## src/design/bkt_pkg.sv

```systemverilog
package bkt_pkg;
  // register addresses on the internal register port
  localparam logic [7:0] MAIN_ADDR = 8'h3B;
  localparam logic [7:0] LIMIT_ADDR = 8'h3C;
  // main control field positions
  localparam int RUN_EN_BIT = 0;
  localparam int STBY_EN_BIT = 1;
  localparam int SLEEP_EN_BIT = 2;
  localparam int LOW_PWR_BIT = 3;
  localparam int SLEW_BIT = 4;
  localparam int RAMP_DOWN_BIT = 5;
  localparam int FORCED_MOD_BIT = 6;
  localparam int DISCHARGE_BIT = 7;
  // limit and timing field positions
  localparam int ILIM_LSB = 0;
  localparam int TIMING_BIT = 4;
  // writable mask of the limit and timing register
  localparam logic [7:0] LIMIT_MASK = 8'h13;
  // values after reset
  localparam logic [7:0] MAIN_RESET = 8'h00;
  localparam logic [7:0] LIMIT_RESET = 8'h00;
  // fuse-loaded bits of each register
  localparam logic [7:0] MAIN_FUSE_MASK = 8'h93;
  localparam logic [7:0] LIMIT_FUSE_MASK = 8'h03;
  // operating modes of the device
  typedef enum logic [2:0] {
    BKT_RUN = 3'h1,
    BKT_STANDBY = 3'h2,
    BKT_SLEEP = 3'h4
  } bkt_mode_t;
endpackage

```

## src/design/bkt_reg8.sv

```systemverilog
`timescale 1ns/100ps
// one eight-bit register with fuse load, software write and async-style set
module bkt_reg8 #(
  parameter logic [7:0] RESET_VAL = 8'h00,
  parameter logic [7:0] WR_MASK = 8'hFF,
  parameter logic [7:0] FUSE_MASK = 8'hFF
) (
  input wire logic clk_i,
  input wire logic reset_i,
  input wire logic fuse_load_i,
  input wire logic [7:0] fuse_val_i,
  input wire logic wr_i,
  input wire logic [7:0] wdata_i,
  input wire logic [7:0] set_i,
  output logic [7:0] q_o
);
  logic [7:0] q_q; // stored value
  logic [7:0] q_d; // next value

  // fuse load first, then software write, device set wins over both
  always_comb
  begin
    q_d = q_q;
    if (fuse_load_i)
    begin
      q_d = (q_q & ~FUSE_MASK) | (fuse_val_i & FUSE_MASK); // RQ12
    end
    if (wr_i)
    begin
      q_d = wdata_i & WR_MASK; // RQ14
    end
    q_d = (q_d | set_i) & WR_MASK; // RQ13
  end

  // register stage
  always_ff @(posedge clk_i)
  begin
    if (reset_i)
    begin
      q_q <= RESET_VAL;
    end
    else
    begin
      q_q <= q_d;
    end
  end

  assign q_o = q_q;
endmodule

```

## src/design/bkt_ctrl_regs.sv

```systemverilog
`timescale 1ns/100ps
// Behaviour
// RQ1 - bit0 enables regulator in run mode
// RQ2 - bit1 enables regulator in standby mode
// RQ3 - bit2 enables regulator in sleep mode
// RQ4 - bit3 selects low power in standby/sleep
// RQ5 - bit4 slew: 0 fast, 1 slow
// RQ6 - slew bit ignored when fuse select set
// RQ7 - bit5 forces continuous conduction ramping down
// RQ8 - bit6 forces pulse-width modulation
// RQ9 - bit7 controls discharge resistor when disabled
// RQ10 - second register bits1:0 select current limit
// RQ11 - second register bit4 selects timing scheme
// RQ12 - fuse fields load, stay software accessible
// RQ13 - async-set fields settable by device, software rw
// RQ14 - unused second register bits read zero
module bkt_ctrl_regs (
  input wire logic clk_i,
  input wire logic reset_i,
  // register port of the serial control interface
  input wire logic [7:0] addr_i,
  input wire logic wr_i,
  input wire logic [7:0] wdata_i,
  output logic [7:0] rdata_o,
  // fuse load strobe and fuse contents
  input wire logic fuse_load_i,
  input wire logic [7:0] fuse_main_i,
  input wire logic [7:0] fuse_limit_i,
  input wire logic first_buck_run_enable_i,
  input wire logic fuse_scaling_select_i,
  // device-side sets of async-set bits
  input wire logic [7:0] set_main_i,
  input wire logic [7:0] set_limit_i,
  // current device mode, one-hot
  input wire logic [2:0] mode_i,
  input wire logic ramp_down_i,
  // regulator controls
  output logic reg_enable_o,
  output logic low_power_o,
  output logic scaling_slew_select_o,
  output logic slew_active_o,
  output logic forced_modulation_o,
  output logic discharge_on_o,
  output logic [1:0] current_limit_select_o,
  output logic timing_scheme_select_o
);
  logic [7:0] main_q; // main control contents
  logic [7:0] limit_q; // limit and timing contents
  logic [7:0] fuse_main; // fuse image of main control
  logic wr_main; // write to main control
  logic wr_limit; // write to limit register
  logic [7:0] rdata_d; // next read data
  logic [7:0] rdata_q; // registered read data
  logic enable_d; // next enable
  logic enable_q; // registered enable
  logic lp_d; // next low power request
  logic lp_q; // registered low power request
  logic fm_d; // next forced modulation
  logic fm_q; // registered forced modulation
  logic dis_d; // next discharge resistor state
  logic dis_q; // registered discharge resistor state
  logic slew_d; // next slew-active flag
  logic slew_q; // registered slew-active flag
  logic mode_none; // no legal mode selected, checks only

  // standby enable defaults to the first buck run enable fuse
  always_comb
  begin
    fuse_main = fuse_main_i;
    fuse_main[bkt_pkg::STBY_EN_BIT] = first_buck_run_enable_i; // RQ2
  end

  // address decode
  assign wr_main = wr_i && (addr_i == bkt_pkg::MAIN_ADDR);
  assign wr_limit = wr_i && (addr_i == bkt_pkg::LIMIT_ADDR);
  // mode code that is neither run, standby nor sleep
  assign mode_none = (mode_i != bkt_pkg::BKT_RUN) && (mode_i != bkt_pkg::BKT_STANDBY)
    && (mode_i != bkt_pkg::BKT_SLEEP);

  // main control register
  bkt_reg8 #(
    .RESET_VAL(bkt_pkg::MAIN_RESET),
    .WR_MASK(8'hFF),
    .FUSE_MASK(bkt_pkg::MAIN_FUSE_MASK)
  ) u_main (
    .clk_i(clk_i),
    .reset_i(reset_i),
    .fuse_load_i(fuse_load_i),
    .fuse_val_i(fuse_main), // RQ12
    .wr_i(wr_main),
    .wdata_i(wdata_i),
    .set_i(set_main_i & bkt_pkg::MAIN_FUSE_MASK), // RQ13
    .q_o(main_q)
  );

  // limit and timing register
  bkt_reg8 #(
    .RESET_VAL(bkt_pkg::LIMIT_RESET),
    .WR_MASK(bkt_pkg::LIMIT_MASK),
    .FUSE_MASK(bkt_pkg::LIMIT_FUSE_MASK)
  ) u_limit (
    .clk_i(clk_i),
    .reset_i(reset_i),
    .fuse_load_i(fuse_load_i),
    .fuse_val_i(fuse_limit_i), // RQ12
    .wr_i(wr_limit),
    .wdata_i(wdata_i),
    .set_i(set_limit_i & bkt_pkg::LIMIT_FUSE_MASK), // RQ13
    .q_o(limit_q)
  );

  // read mux and regulator controls
  always_comb
  begin
    case (addr_i)
      bkt_pkg::MAIN_ADDR: rdata_d = main_q;
      bkt_pkg::LIMIT_ADDR: rdata_d = limit_q & bkt_pkg::LIMIT_MASK; // RQ14
      default: rdata_d = 8'h00;
    endcase
    // enable chosen by current mode
    case (mode_i)
      bkt_pkg::BKT_RUN: enable_d = main_q[bkt_pkg::RUN_EN_BIT]; // RQ1
      bkt_pkg::BKT_STANDBY: enable_d = main_q[bkt_pkg::STBY_EN_BIT]; // RQ2
      bkt_pkg::BKT_SLEEP: enable_d = main_q[bkt_pkg::SLEEP_EN_BIT]; // RQ3
      default: enable_d = 1'b0;
    endcase
    // low power only in standby and sleep, never in run or with no mode
    lp_d = main_q[bkt_pkg::LOW_PWR_BIT] // RQ4
      && (mode_i == bkt_pkg::BKT_STANDBY || mode_i == bkt_pkg::BKT_SLEEP);
    // slew select counts only while the fuse leaves scaling to software
    slew_d = !fuse_scaling_select_i; // RQ6
    // forced modulation, always or during ramp down
    fm_d = main_q[bkt_pkg::FORCED_MOD_BIT] // RQ8
      || (main_q[bkt_pkg::RAMP_DOWN_BIT] && ramp_down_i); // RQ7
    // discharge resistor only while disabled
    dis_d = main_q[bkt_pkg::DISCHARGE_BIT] && !enable_d; // RQ9
  end

  // output registers
  always_ff @(posedge clk_i)
  begin
    if (reset_i)
    begin
      rdata_q <= 8'h00;
      enable_q <= 1'b0;
      lp_q <= 1'b0;
      fm_q <= 1'b0;
      dis_q <= 1'b0;
      slew_q <= 1'b0;
    end
    else
    begin
      rdata_q <= rdata_d;
      enable_q <= enable_d;
      lp_q <= lp_d;
      fm_q <= fm_d;
      dis_q <= dis_d;
      slew_q <= slew_d;
    end
  end

  assign rdata_o = rdata_q;
  assign reg_enable_o = enable_q;
  assign low_power_o = lp_q;
  assign forced_modulation_o = fm_q;
  assign discharge_on_o = dis_q;
  assign scaling_slew_select_o = main_q[bkt_pkg::SLEW_BIT]; // RQ5
  assign slew_active_o = slew_q; // RQ6
  assign current_limit_select_o = limit_q[bkt_pkg::ILIM_LSB +: 2]; // RQ10
  assign timing_scheme_select_o = limit_q[bkt_pkg::TIMING_BIT]; // RQ11

  // run enable follows bit 0 in run mode
  run_enable_a: assert property (@(posedge clk_i) disable iff (reset_i) // RQ1
    mode_i == bkt_pkg::BKT_RUN |=> reg_enable_o == $past(main_q[0]))
    else $error("run enable mismatch");
  // standby enable follows bit 1
  stby_enable_a: assert property (@(posedge clk_i) disable iff (reset_i) // RQ2
    mode_i == bkt_pkg::BKT_STANDBY |=> reg_enable_o == $past(main_q[1]))
    else $error("standby enable mismatch");
  // sleep enable follows bit 2
  sleep_enable_a: assert property (@(posedge clk_i) disable iff (reset_i) // RQ3
    mode_i == bkt_pkg::BKT_SLEEP |=> reg_enable_o == $past(main_q[2]))
    else $error("sleep enable mismatch");
  // no low power in run mode
  low_power_a: assert property (@(posedge clk_i) disable iff (reset_i) // RQ4
    mode_i == bkt_pkg::BKT_RUN |=> !low_power_o)
    else $error("low power in run");
  // written slew bit appears next cycle
  slew_write_a: assert property (@(posedge clk_i) disable iff (reset_i) // RQ5
    wr_main && !fuse_load_i && set_main_i == 8'h00
    |=> scaling_slew_select_o == $past(wdata_i[4]))
    else $error("slew select not written");
  // slew inactive when fuse select is one
  slew_gate_a: assert property (@(posedge clk_i) disable iff (reset_i) // RQ6
    fuse_scaling_select_i |=> !slew_active_o)
    else $error("slew active under fuse select");
  // discharge never while enabled
  discharge_off_a: assert property (@(posedge clk_i) disable iff (reset_i) // RQ9
    reg_enable_o |-> !discharge_on_o)
    else $error("discharge while enabled");
  // forced modulation bit forces output
  forced_mod_a: assert property (@(posedge clk_i) disable iff (reset_i) // RQ8
    main_q[6] |=> forced_modulation_o)
    else $error("forced modulation missing");
  // unused bits of limit register read zero
  unused_zero_a: assert property (@(posedge clk_i) disable iff (reset_i) // RQ14
    (limit_q & 8'hEC) == 8'h00)
    else $error("unused limit bits set");
  // no legal mode means the regulator stays off
  mode_off_a: assert property (@(posedge clk_i) disable iff (reset_i) // RQ1
    mode_none |=> !reg_enable_o)
    else $error("enable without a mode");
  // a plain write replaces the whole main register
  main_write_a: assert property (@(posedge clk_i) disable iff (reset_i) // RQ1
    wr_main && !fuse_load_i && set_main_i == 8'h00 |=> main_q == $past(wdata_i))
    else $error("main register not written");
  // standby enable is seeded from the first buck run enable fuse
  fuse_stby_a: assert property (@(posedge clk_i) disable iff (reset_i) // RQ2
    fuse_load_i && !wr_main && set_main_i == 8'h00
    |=> main_q[bkt_pkg::STBY_EN_BIT] == $past(first_buck_run_enable_i))
    else $error("standby enable not seeded");
  // low power follows its bit in standby
  lp_standby_a: assert property (@(posedge clk_i) disable iff (reset_i) // RQ4
    mode_i == bkt_pkg::BKT_STANDBY |=> low_power_o == $past(main_q[bkt_pkg::LOW_PWR_BIT]))
    else $error("low power wrong in standby");
  // low power follows its bit in sleep
  lp_sleep_a: assert property (@(posedge clk_i) disable iff (reset_i) // RQ4
    mode_i == bkt_pkg::BKT_SLEEP |=> low_power_o == $past(main_q[bkt_pkg::LOW_PWR_BIT]))
    else $error("low power wrong in sleep");
  // no low power without a legal mode
  lp_none_a: assert property (@(posedge clk_i) disable iff (reset_i) // RQ4
    mode_none |=> !low_power_o)
    else $error("low power without a mode");
  // fuse load seeds the slew select
  slew_fuse_a: assert property (@(posedge clk_i) disable iff (reset_i) // RQ5
    fuse_load_i && !wr_main && set_main_i == 8'h00
    |=> scaling_slew_select_o == $past(fuse_main_i[bkt_pkg::SLEW_BIT]))
    else $error("slew select not seeded");
  // slew select active while the fuse select is zero
  slew_free_a: assert property (@(posedge clk_i) disable iff (reset_i) // RQ6
    !fuse_scaling_select_i |=> slew_active_o)
    else $error("slew inactive without fuse select");
  // ramp down with its bit set forces modulation
  ramp_force_a: assert property (@(posedge clk_i) disable iff (reset_i) // RQ7
    main_q[bkt_pkg::RAMP_DOWN_BIT] && ramp_down_i |=> forced_modulation_o)
    else $error("ramp down not forced");
  // no ramp and no force bit leaves modulation free
  ramp_idle_a: assert property (@(posedge clk_i) disable iff (reset_i) // RQ7
    !ramp_down_i && !main_q[bkt_pkg::FORCED_MOD_BIT] |=> !forced_modulation_o)
    else $error("forced outside ramp down");
  // both force bits clear leaves modulation free
  force_off_a: assert property (@(posedge clk_i) disable iff (reset_i) // RQ8
    !main_q[bkt_pkg::FORCED_MOD_BIT] && !main_q[bkt_pkg::RAMP_DOWN_BIT]
    |=> !forced_modulation_o)
    else $error("forced modulation without a bit");
  // disabled in run with the bit set connects the resistor
  discharge_on_a: assert property (@(posedge clk_i) disable iff (reset_i) // RQ9
    main_q[bkt_pkg::DISCHARGE_BIT] && !main_q[bkt_pkg::RUN_EN_BIT]
    && mode_i == bkt_pkg::BKT_RUN |=> discharge_on_o)
    else $error("discharge missing while disabled");
  // bit clear keeps the resistor off
  discharge_idle_a: assert property (@(posedge clk_i) disable iff (reset_i) // RQ9
    !main_q[bkt_pkg::DISCHARGE_BIT] |=> !discharge_on_o)
    else $error("discharge with bit clear");
  // written current limit appears next cycle
  limit_write_a: assert property (@(posedge clk_i) disable iff (reset_i) // RQ10
    wr_limit && !fuse_load_i && set_limit_i == 8'h00
    |=> current_limit_select_o == $past(wdata_i[1:0]))
    else $error("current limit not written");
  // limit register holds without write, load or set
  hold_limit_a: assert property (@(posedge clk_i) disable iff (reset_i) // RQ10
    !wr_limit && !fuse_load_i && set_limit_i == 8'h00 |=> $stable(limit_q))
    else $error("limit register changed");
  // written timing scheme appears next cycle
  timing_write_a: assert property (@(posedge clk_i) disable iff (reset_i) // RQ11
    wr_limit |=> timing_scheme_select_o == $past(wdata_i[bkt_pkg::TIMING_BIT]))
    else $error("timing scheme not written");
  // timing scheme changes only by a write
  timing_keep_a: assert property (@(posedge clk_i) disable iff (reset_i) // RQ11
    !wr_limit |=> $stable(timing_scheme_select_o))
    else $error("timing scheme changed");
  // fuse load seeds run, slew and discharge bits
  fuse_main_a: assert property (@(posedge clk_i) disable iff (reset_i) // RQ12
    fuse_load_i && !wr_main && set_main_i == 8'h00
    |=> (main_q & 8'h91) == $past(fuse_main_i & 8'h91))
    else $error("main fuse bits not loaded");
  // fuse load keeps the software-only bits
  fuse_keep_a: assert property (@(posedge clk_i) disable iff (reset_i) // RQ12
    fuse_load_i && !wr_main && set_main_i == 8'h00
    |=> (main_q & ~bkt_pkg::MAIN_FUSE_MASK) == $past(main_q & ~bkt_pkg::MAIN_FUSE_MASK))
    else $error("fuse load touched other bits");
  // fuse load seeds the current limit
  fuse_limit_a: assert property (@(posedge clk_i) disable iff (reset_i) // RQ12
    fuse_load_i && !wr_limit && set_limit_i == 8'h00
    |=> current_limit_select_o == $past(fuse_limit_i[1:0]))
    else $error("limit fuse bits not loaded");
  // main register holds without write, load or set
  hold_main_a: assert property (@(posedge clk_i) disable iff (reset_i) // RQ12
    !wr_main && !fuse_load_i && set_main_i == 8'h00 |=> $stable(main_q))
    else $error("main register changed");
  // main register reads back one cycle later
  read_main_a: assert property (@(posedge clk_i) disable iff (reset_i) // RQ12
    addr_i == bkt_pkg::MAIN_ADDR |=> rdata_o == $past(main_q))
    else $error("main read data wrong");
  // device set wins on the main register
  main_set_a: assert property (@(posedge clk_i) disable iff (reset_i) // RQ13
    set_main_i != 8'h00 |=> (main_q & $past(set_main_i & bkt_pkg::MAIN_FUSE_MASK))
    == $past(set_main_i & bkt_pkg::MAIN_FUSE_MASK))
    else $error("main set lost");
  // device set wins on the limit register
  limit_set_a: assert property (@(posedge clk_i) disable iff (reset_i) // RQ13
    set_limit_i != 8'h00 |=> (limit_q & $past(set_limit_i & bkt_pkg::LIMIT_FUSE_MASK))
    == $past(set_limit_i & bkt_pkg::LIMIT_FUSE_MASK))
    else $error("limit set lost");
  // limit register reads back one cycle later
  read_limit_a: assert property (@(posedge clk_i) disable iff (reset_i) // RQ14
    addr_i == bkt_pkg::LIMIT_ADDR |=> rdata_o == $past(limit_q))
    else $error("limit read data wrong");
  // unmapped addresses read zero
  read_other_a: assert property (@(posedge clk_i) disable iff (reset_i) // RQ14
    addr_i != bkt_pkg::MAIN_ADDR && addr_i != bkt_pkg::LIMIT_ADDR |=> rdata_o == 8'h00)
    else $error("unmapped read not zero");
endmodule

```

## config.mk

```make
export PLATFORM = sky130hd
export DESIGN_NAME = bkt_ctrl_regs
export DESIGN_NICKNAME = d
export VERILOG_FILES = /design/src/design/bkt_pkg.sv /design/src/design/bkt_reg8.sv /design/src/design/bkt_ctrl_regs.sv
export SDC_FILE = /design/constraint.sdc
export NUM_CORES = 1
export LEC_CHECK = 0
export BUFFER_PORTS_ARGS = -buffer_cell sky130_fd_sc_hd__buf_4
export CORE_MARGIN = 5
export CORE_UTILIZATION = 39
export CTS_CLUSTER_SIZE = 10
export DETAILED_ROUTE_END_ITERATION = 16
export PLACE_DENSITY = 0.77
export SYNTH_ARGS = -nofsm -noshare
export SYNTH_HDL_FRONTEND = slang
export SYNTH_SLANG_ARGS = --single-unit
```

## constraint.sdc

```tcl
create_clock -name clk_i -period 1.25 [get_ports clk_i]
set_input_delay 0.0625 -clock clk_i [delete_from_list [all_inputs] [get_ports clk_i]]
set_output_delay 0.0625 -clock clk_i [all_outputs]
set_load 0.05 [all_outputs]
```

==> results of run 1 <==
[stage by stage]
stage          cell area (µm²)  utilization  power, mW
2_1_floorplan             1040            -      0.943
3_5_place_dp              1480        0.587       1.09
3_3_place_gp              1480        0.587       1.08
6_report                  1580        0.625       1.49
4_1_cts                   1550        0.613       1.48
5_1_grt                   1580        0.625       1.56
[registers in the layout (all words and copies together), names as in the netlist]
| signal | count |
|---|---|
| rdata_o | 8 |
| u_main.q_o | 8 |
| u_limit.q_o | 3 |
| discharge_on_o | 1 |
| forced_modulation_o | 1 |
| low_power_o | 1 |
| reg_enable_o | 1 |
| slew_active_o | 1 |
[cells by family after synthesis]
kind of cell           count (synthesis)  share of synthesized area
AND/OR/NAND/NOR                       37                      0.215
AO/OA/AOI/OAI                         27                      0.206
flip-flops                            24                      0.462
buffers and inverters                  8                     0.0421
multiplexers                           7                     0.0746
[power groups by stage]
stage | logic (mW) | registers (mW) | clock network [mW]
global placement | 0.266 | 0.814 | 0
global route | 0.311 | 0.801 | 0.449
finish | 0.289 | 0.798 | 0.399
CTS | 0.281 | 0.798 | 0.405
floorplan | 0.0871 | 0.856 | 0
detailed placement | 0.271 | 0.815 | 0
[critical path, delay by kind of cell, from the launching register on]
family	cells	cell delay, ps
flops	1	350
compound gates	2	330
mux	1	280
[synthesized netlist by cell type (2+ instances only)]
cell type	instances	area, µm²
a211oi_1	4	30.0
a21oi_1	4	20.0
a22oi_1	3	22.5
a311oi_1	9	78.8
and2_1	6	37.5
buf_2	2	10.0
dfxtp_1	24	480
inv_1	3	11.3
mux2_1	6	67.6
nand2_1	3	11.3
nand4_1	3	18.8
nor2_1	9	33.8
nor2b_1	2	12.5
nor3_1	6	30.0
o31ai_1	3	22.5
[metal layers]
| layer | part of all wire | up-vias | track usage |
|---|---|---|---|
| li1 | - | 520 | - |
| met1 | 0.42 | 494 | 0.225 |
| met2 | 0.46 | 58 | 0.254 |
| met3 | 0.11 | 4 | 0.0335 |
| met4 | 0.013 | 0 | 0.0545 |
| met5 | 0 | - | 0 |
[worst min path at each step]
stage,from,endpoint,slack (ps),cells past startpoint
floorplan,fuse_scaling_select_i,slew_active_o,130,1
global placement,fuse_scaling_select_i,slew_active_o,210,2
detailed placement,fuse_scaling_select_i,slew_active_o,220,2
CTS,wdata_i[6],u_main.q_o[6],0.8,3
global route,mode_i[0],low_power_o,5,3
finish,wdata_i[3],u_main.q_o[3],10,3
[cell type report]
class,instances,area (µm²),area share
repair buffers,64,495,0.314
flip-flops and latches,24,480,0.305
clock buffers,4,36.3,0.0230
well taps,30,37.5,0.0238
inverters,3,11.3,0.00714
multi-input cells,71,515,0.327
[timing repair]
action,4_1_cts,5_1_grt
endpoints found under the setup margin,0,0
hold buffers,3,3
gates resized for setup,0,0
hold endpoints to repair,3,3
==> impl_metrics.json, run 1 <==
{
  "clock_skew_ps": 3.16,
  "rsz0062_at_grt": "false",
  "ant_nets": 0,
  "worstSetupStartpoint": "u_limit.q_o[0]",
  "drt_iter0_drc": 34,
  "rrSetupSlack_ps": 170,
  "coreArea_um2": 2520,
  "dp_hpwl_mm": 2.21,
  "whs_ps": 14.0,
  "clk_latency_ps": 310,
  "startpoint_type": "flop",
  "setup-tns-final_ps": 0,
  "preCtsSetupSlack_ps": 103,
  "die_x_um": 61.6,
  "p_per_area_nw_per_um2": 942,
  "synthCells": 103,
  "setup_ws_ps": 169,
  "ys_async_sr_fraction": 0,
  "synth.distinct_cells": 31,
  "synth_ff_type": "dfxtp_1",
  "cts-buffers-inserted": 3,
  "route.detailed.drc": 0,
  "rr_startpoint": "u_limit.q_o[0]",
  "grt_overflow": 0,
  "vias": 1076,
  "crit_required_ps": 1440,
  "min_path_type": "in -> reg",
  "area_delta_synth_final_pct": 51.6,
  "critPathKind": "reg -> reg",
  "drv_cap": 0,
  "power_leakage_nw": 0.695,
  "drive_above_1_share": 0.386,
  "switching_share": 0.252,
  "dieArea_um2": 3800,
  "cp_cell_sequence": "mux2_1 > a311oi_1 > a311oi_1",
  "layout_commonest_cell": "buf_4",
  "port_buffers": 53,
  "pwr-share-clk": 0.269,
  "viasPerCell": 5.49,
  "sequentialPowerShare": 0.537,
  "routed_wirelength_mm": 2.91,
  "fin_cells": 196,
  "placementRows": 18,
  "clk_pin_slew_worst_paths_ps": 130,
  "io_pins": 75,
  "crit_fanout": 3,
  "drv_slew": 0,
  "post-route-min-period_ps": 1080,
  "root_buffer": "clkbuf_4",
  "wl_per_cell_um": 14.8,
  "reg2regPathDepth": 3,
  "cts_max_level": 1,
  "slowest_stage": "dfxtp_1",
  "nets": 225,
  "worstMarginPinSlew_ps": 385,
  "fmax_mhz": 925,
  "pwr-share-comb": 0.194,
  "post-cts-setup-buffers": 0,
  "ir_drop_v": 0.000611,
  "setup_viol": 0,
  "die_y_um": 61.6,
  "grt_max_degree": 15,
  "worst_r2r_endpoint": "u_limit.q_o[0]",
  "dp_cells": 186,
  "n_antenna_cell": 0,
  "crit_top_cell": "a311oi_1",
  "first_pass_iters": 4,
  "grt_usage": 0.163,
  "grt_pass1_vias": 1022,
  "cp-endpoint": "u_limit.q_o[0]",
  "slowest_delay_ps": 350,
  "worst_slew_margin_rel": 0.743,
  "avgSynthCellArea_um2": 10.1,
  "cts.sinks": 24,
  "gp_congestion": 0.846,
  "syn_area_um2": 1040,
  "ys_seq_area_frac": 0.462,
  "tritoncts": "yes",
  "cts_max_path_buffers": 2,
  "hold_viol_final": 0,
  "period_share": 0.864,
  "most-common-layout-cells": "buf_4, dfxtp_1, nor2_1, a311oi_1",
  "antenna_found_initial": 0,
  "yosys_warnings": 0,
  "synth_edf_count": 0,
  "switching_power_mw": 0.375,
  "initial_utilization": 0.412,
  "grt_first_pass_wirelength_mm": 4.67,
  "synth-seq-cells": 24,
  "syn-num-nets": 161,
  "num-fill-cells": 233,
  "cp.arrival_ps": 1270,
  "end_kind": "flop",
  "status": "finished, final reports clean",
  "internal_power_mw": 1.11
}
Note: power is estimated with default switching activity, not from simulation.
==> run 2: changes to the inputs <==
--- a/config.mk
+++ b/config.mk
@@ -10,7 +10,9 @@
 export CORE_UTILIZATION = 39
 export CTS_CLUSTER_SIZE = 10
 export DETAILED_ROUTE_END_ITERATION = 16
+export HOLD_SLACK_MARGIN = 0.08
 export PLACE_DENSITY = 0.77
+export REMOVE_ABC_BUFFERS = 1
 export SYNTH_ARGS = -nofsm -noshare
 export SYNTH_HDL_FRONTEND = slang
 export SYNTH_SLANG_ARGS = --single-unit
==> run 2 against run 1 <==
- sequential share of layout area is 1.3 points lower
- sequential cell count unchanged
- sequential power hardly changed
- clock power is essentially flat
- clock-buffer cell count unchanged
- maximum frequency shrank 11%
- first-iteration DRC count decreased by 8.8%
- final cell count grew 2.6%
- clock skew grew 10 ps
- critical endpoint is now u_main.q_o[6]
==> impl_metrics.json, run 2 (synthesis results as in run 1) <==
{
  "die_x_um": 61.6,
  "grt_pass1_vias": 1182,
  "drv_slew": 0,
  "grt_max_degree": 15,
  "worst_slew_margin_rel": 0.744,
  "dp_hpwl_mm": 2.26,
  "slowest_delay_ps": 550,
  "grt_overflow": 0,
  "routed_wirelength_mm": 3.01,
  "hold_viol_final": 0,
  "hold_start": "wdata_i[0]",
  "initial_utilization": 0.412,
  "critPathTopFamily": "buffers and inverters",
  "grt_first_pass_wirelength_mm": 5.09,
  "crit_fanout": 5,
  "first_pass_iters": 4,
  "clock_skew_ps": 13.6,
  "cp_cell_sequence": "buf_4 > nand4bb_1 > o31ai_2 > a21oi_1 > dlygate4sd3_1",
  "setup-tns-final_ps": 0,
  "cts-buffers-inserted": 3,
  "root_buffer": "clkbuf_4",
  "final_util": 0.654,
  "coreArea_um2": 2520,
  "setup_viol": 0,
  "reg2regPathDepth": 3,
  "wl_per_cell_um": 15.0,
  "multi_input_area_um2": 533,
  "ant_nets": 0,
  "area_delta_synth_final_pct": 58.7,
  "seqCellArea_um2": 482,
  "power_leakage_nw": 0.719,
  "design_area_um2": 1650,
  "startpoint_type": "primary input",
  "ir_drop_v": 0.000609,
  "worstSetupStartpoint": "addr_i[6]",
  "cp.arrival_ps": 1400,
  "status": "finished, final reports clean",
  "layout_commonest_cell": "buf_4",
  "drive_above_1_share": 0.386,
  "worst_r2r_endpoint": "u_main.q_o[6]",
  "whs_endpoint": "u_limit.q_o[0]",
  "drt_iter0_drc": 31,
  "drv_cap": 0,
  "port_buffers": 53,
  "crit_buf_inv": 2,
  "worstMarginPinSlew_ps": 384,
  "most-common-layout-cells": "buf_4, dfxtp_1, dlygate4sd3_1",
  "rrSetupSlack_ps": 90,
  "rsz0062_at_grt": "false",
  "num-fill-cells": 216,
  "placementRows": 18,
  "route.detailed.drc": 0,
  "slowest_stage": "dlygate4sd3_1",
  "tritoncts": "yes",
  "cts_max_level": 1,
  "critPathKind": "in -> reg",
  "rr_startpoint": "u_main.q_o[6]",
  "die_y_um": 61.6,
  "n_antenna_cell": 0,
  "vias": 1098,
  "fmax_mhz": 828,
  "grt_usage": 0.179,
  "min_path_type": "in -> reg",
  "dp_cells": 184,
  "antenna_found_initial": 0,
  "period_share": 0.966,
  "holdPathStages": 3,
  "gp_congestion": 0.835,
  "viasPerCell": 5.46,
  "end_kind": "flop",
  "post-route-min-period_ps": 1210,
  "cts_max_path_buffers": 2,
  "p_per_area_nw_per_um2": 907,
  "io_pins": 75,
  "dieArea_um2": 3800,
  "crit_required_ps": 1450,
  "dpl_cell_area_um2": 1470,
  "clk_pin_slew_worst_paths_ps": 130,
  "nets": 230,
  "fin_cells": 201,
  "post-cts-setup-buffers": 0,
  "cts.sinks": 24,
  "clk_latency_ps": 310
}
## run 2: cell types whose count changed in the layout (fill, tap and decap cells not counted)
cell	previous run	this run
dlygate4sd3_1	6	13
o31ai_2	0	2
dfxtp_1	24	23
dfxtp_2	0	1
and4bb_4	0	1
and4bb_2	1	0
o31ai_1	3	1
buf_4	58	56
a21oi_2	0	1
a21oi_1	4	3
## run 2: routing by layer
metal	GRT usage	wire length [µm]	share of wire
met1	0.221	1240	0.41
met5	0	0	0
met3	0.0398	268	0.089
met2	0.291	1420	0.47
met4	0.0879	78	0.026
## run 2: metrics by stage
step	total power [mW]	hold slack, ps	setup slack (ps)
3_3_place_gp	1.08	217	128
3_5_place_dp	1.08	218	101
5_1_grt	1.57	83.0	2.44
6_report	1.50	83.5	42.1
4_1_cts	1.50	83.7	62.5
2_1_floorplan	0.931	129	3.39
## run 2: worst max path at each step
stage | to | cells after the start | slack, ps
6_report | u_main.q_o[6] | 5 | 40
5_1_grt | u_main.q_o[6] | 5 | 2
4_1_cts | u_main.q_o[5] | 5 | 60
3_5_place_dp | rdata_o[7] | 4 | 100
3_3_place_gp | rdata_o[7] | 4 | 130
2_1_floorplan | u_limit.q_o[0] | 3 | 3
## run 2: area by class of cell
| cell class | instances | area share |
|---|---|---|
| multi-input cells | 71 | 0.323 |
| repair buffers | 69 | 0.334 |
| inverters | 3 | 0.00682 |
| clock buffers | 4 | 0.0220 |
| flip-flops and latches | 24 | 0.292 |
| well taps | 30 | 0.0227 |
## run 2: timing repair
action | in CTS | in global routing
setup endpoints to repair | 0 | 2
resized for setup | 0 | 5
endpoints found under the hold margin | 15 | 0
hold buffers | 14 | 0
## run 2: tightest hold or removal path: stages
cell	delay, ps
buf_4	110
nor2_1	90
a311oi_1	90
## run 2: power breakdown
part / switching (mW) / leakage, nW / internal [mW]
logic: 0.146 / 0.502 / 0.158
registers: 0.0125 / 0.196 / 0.785
clock network: 0.219 / 0.0210 / 0.178
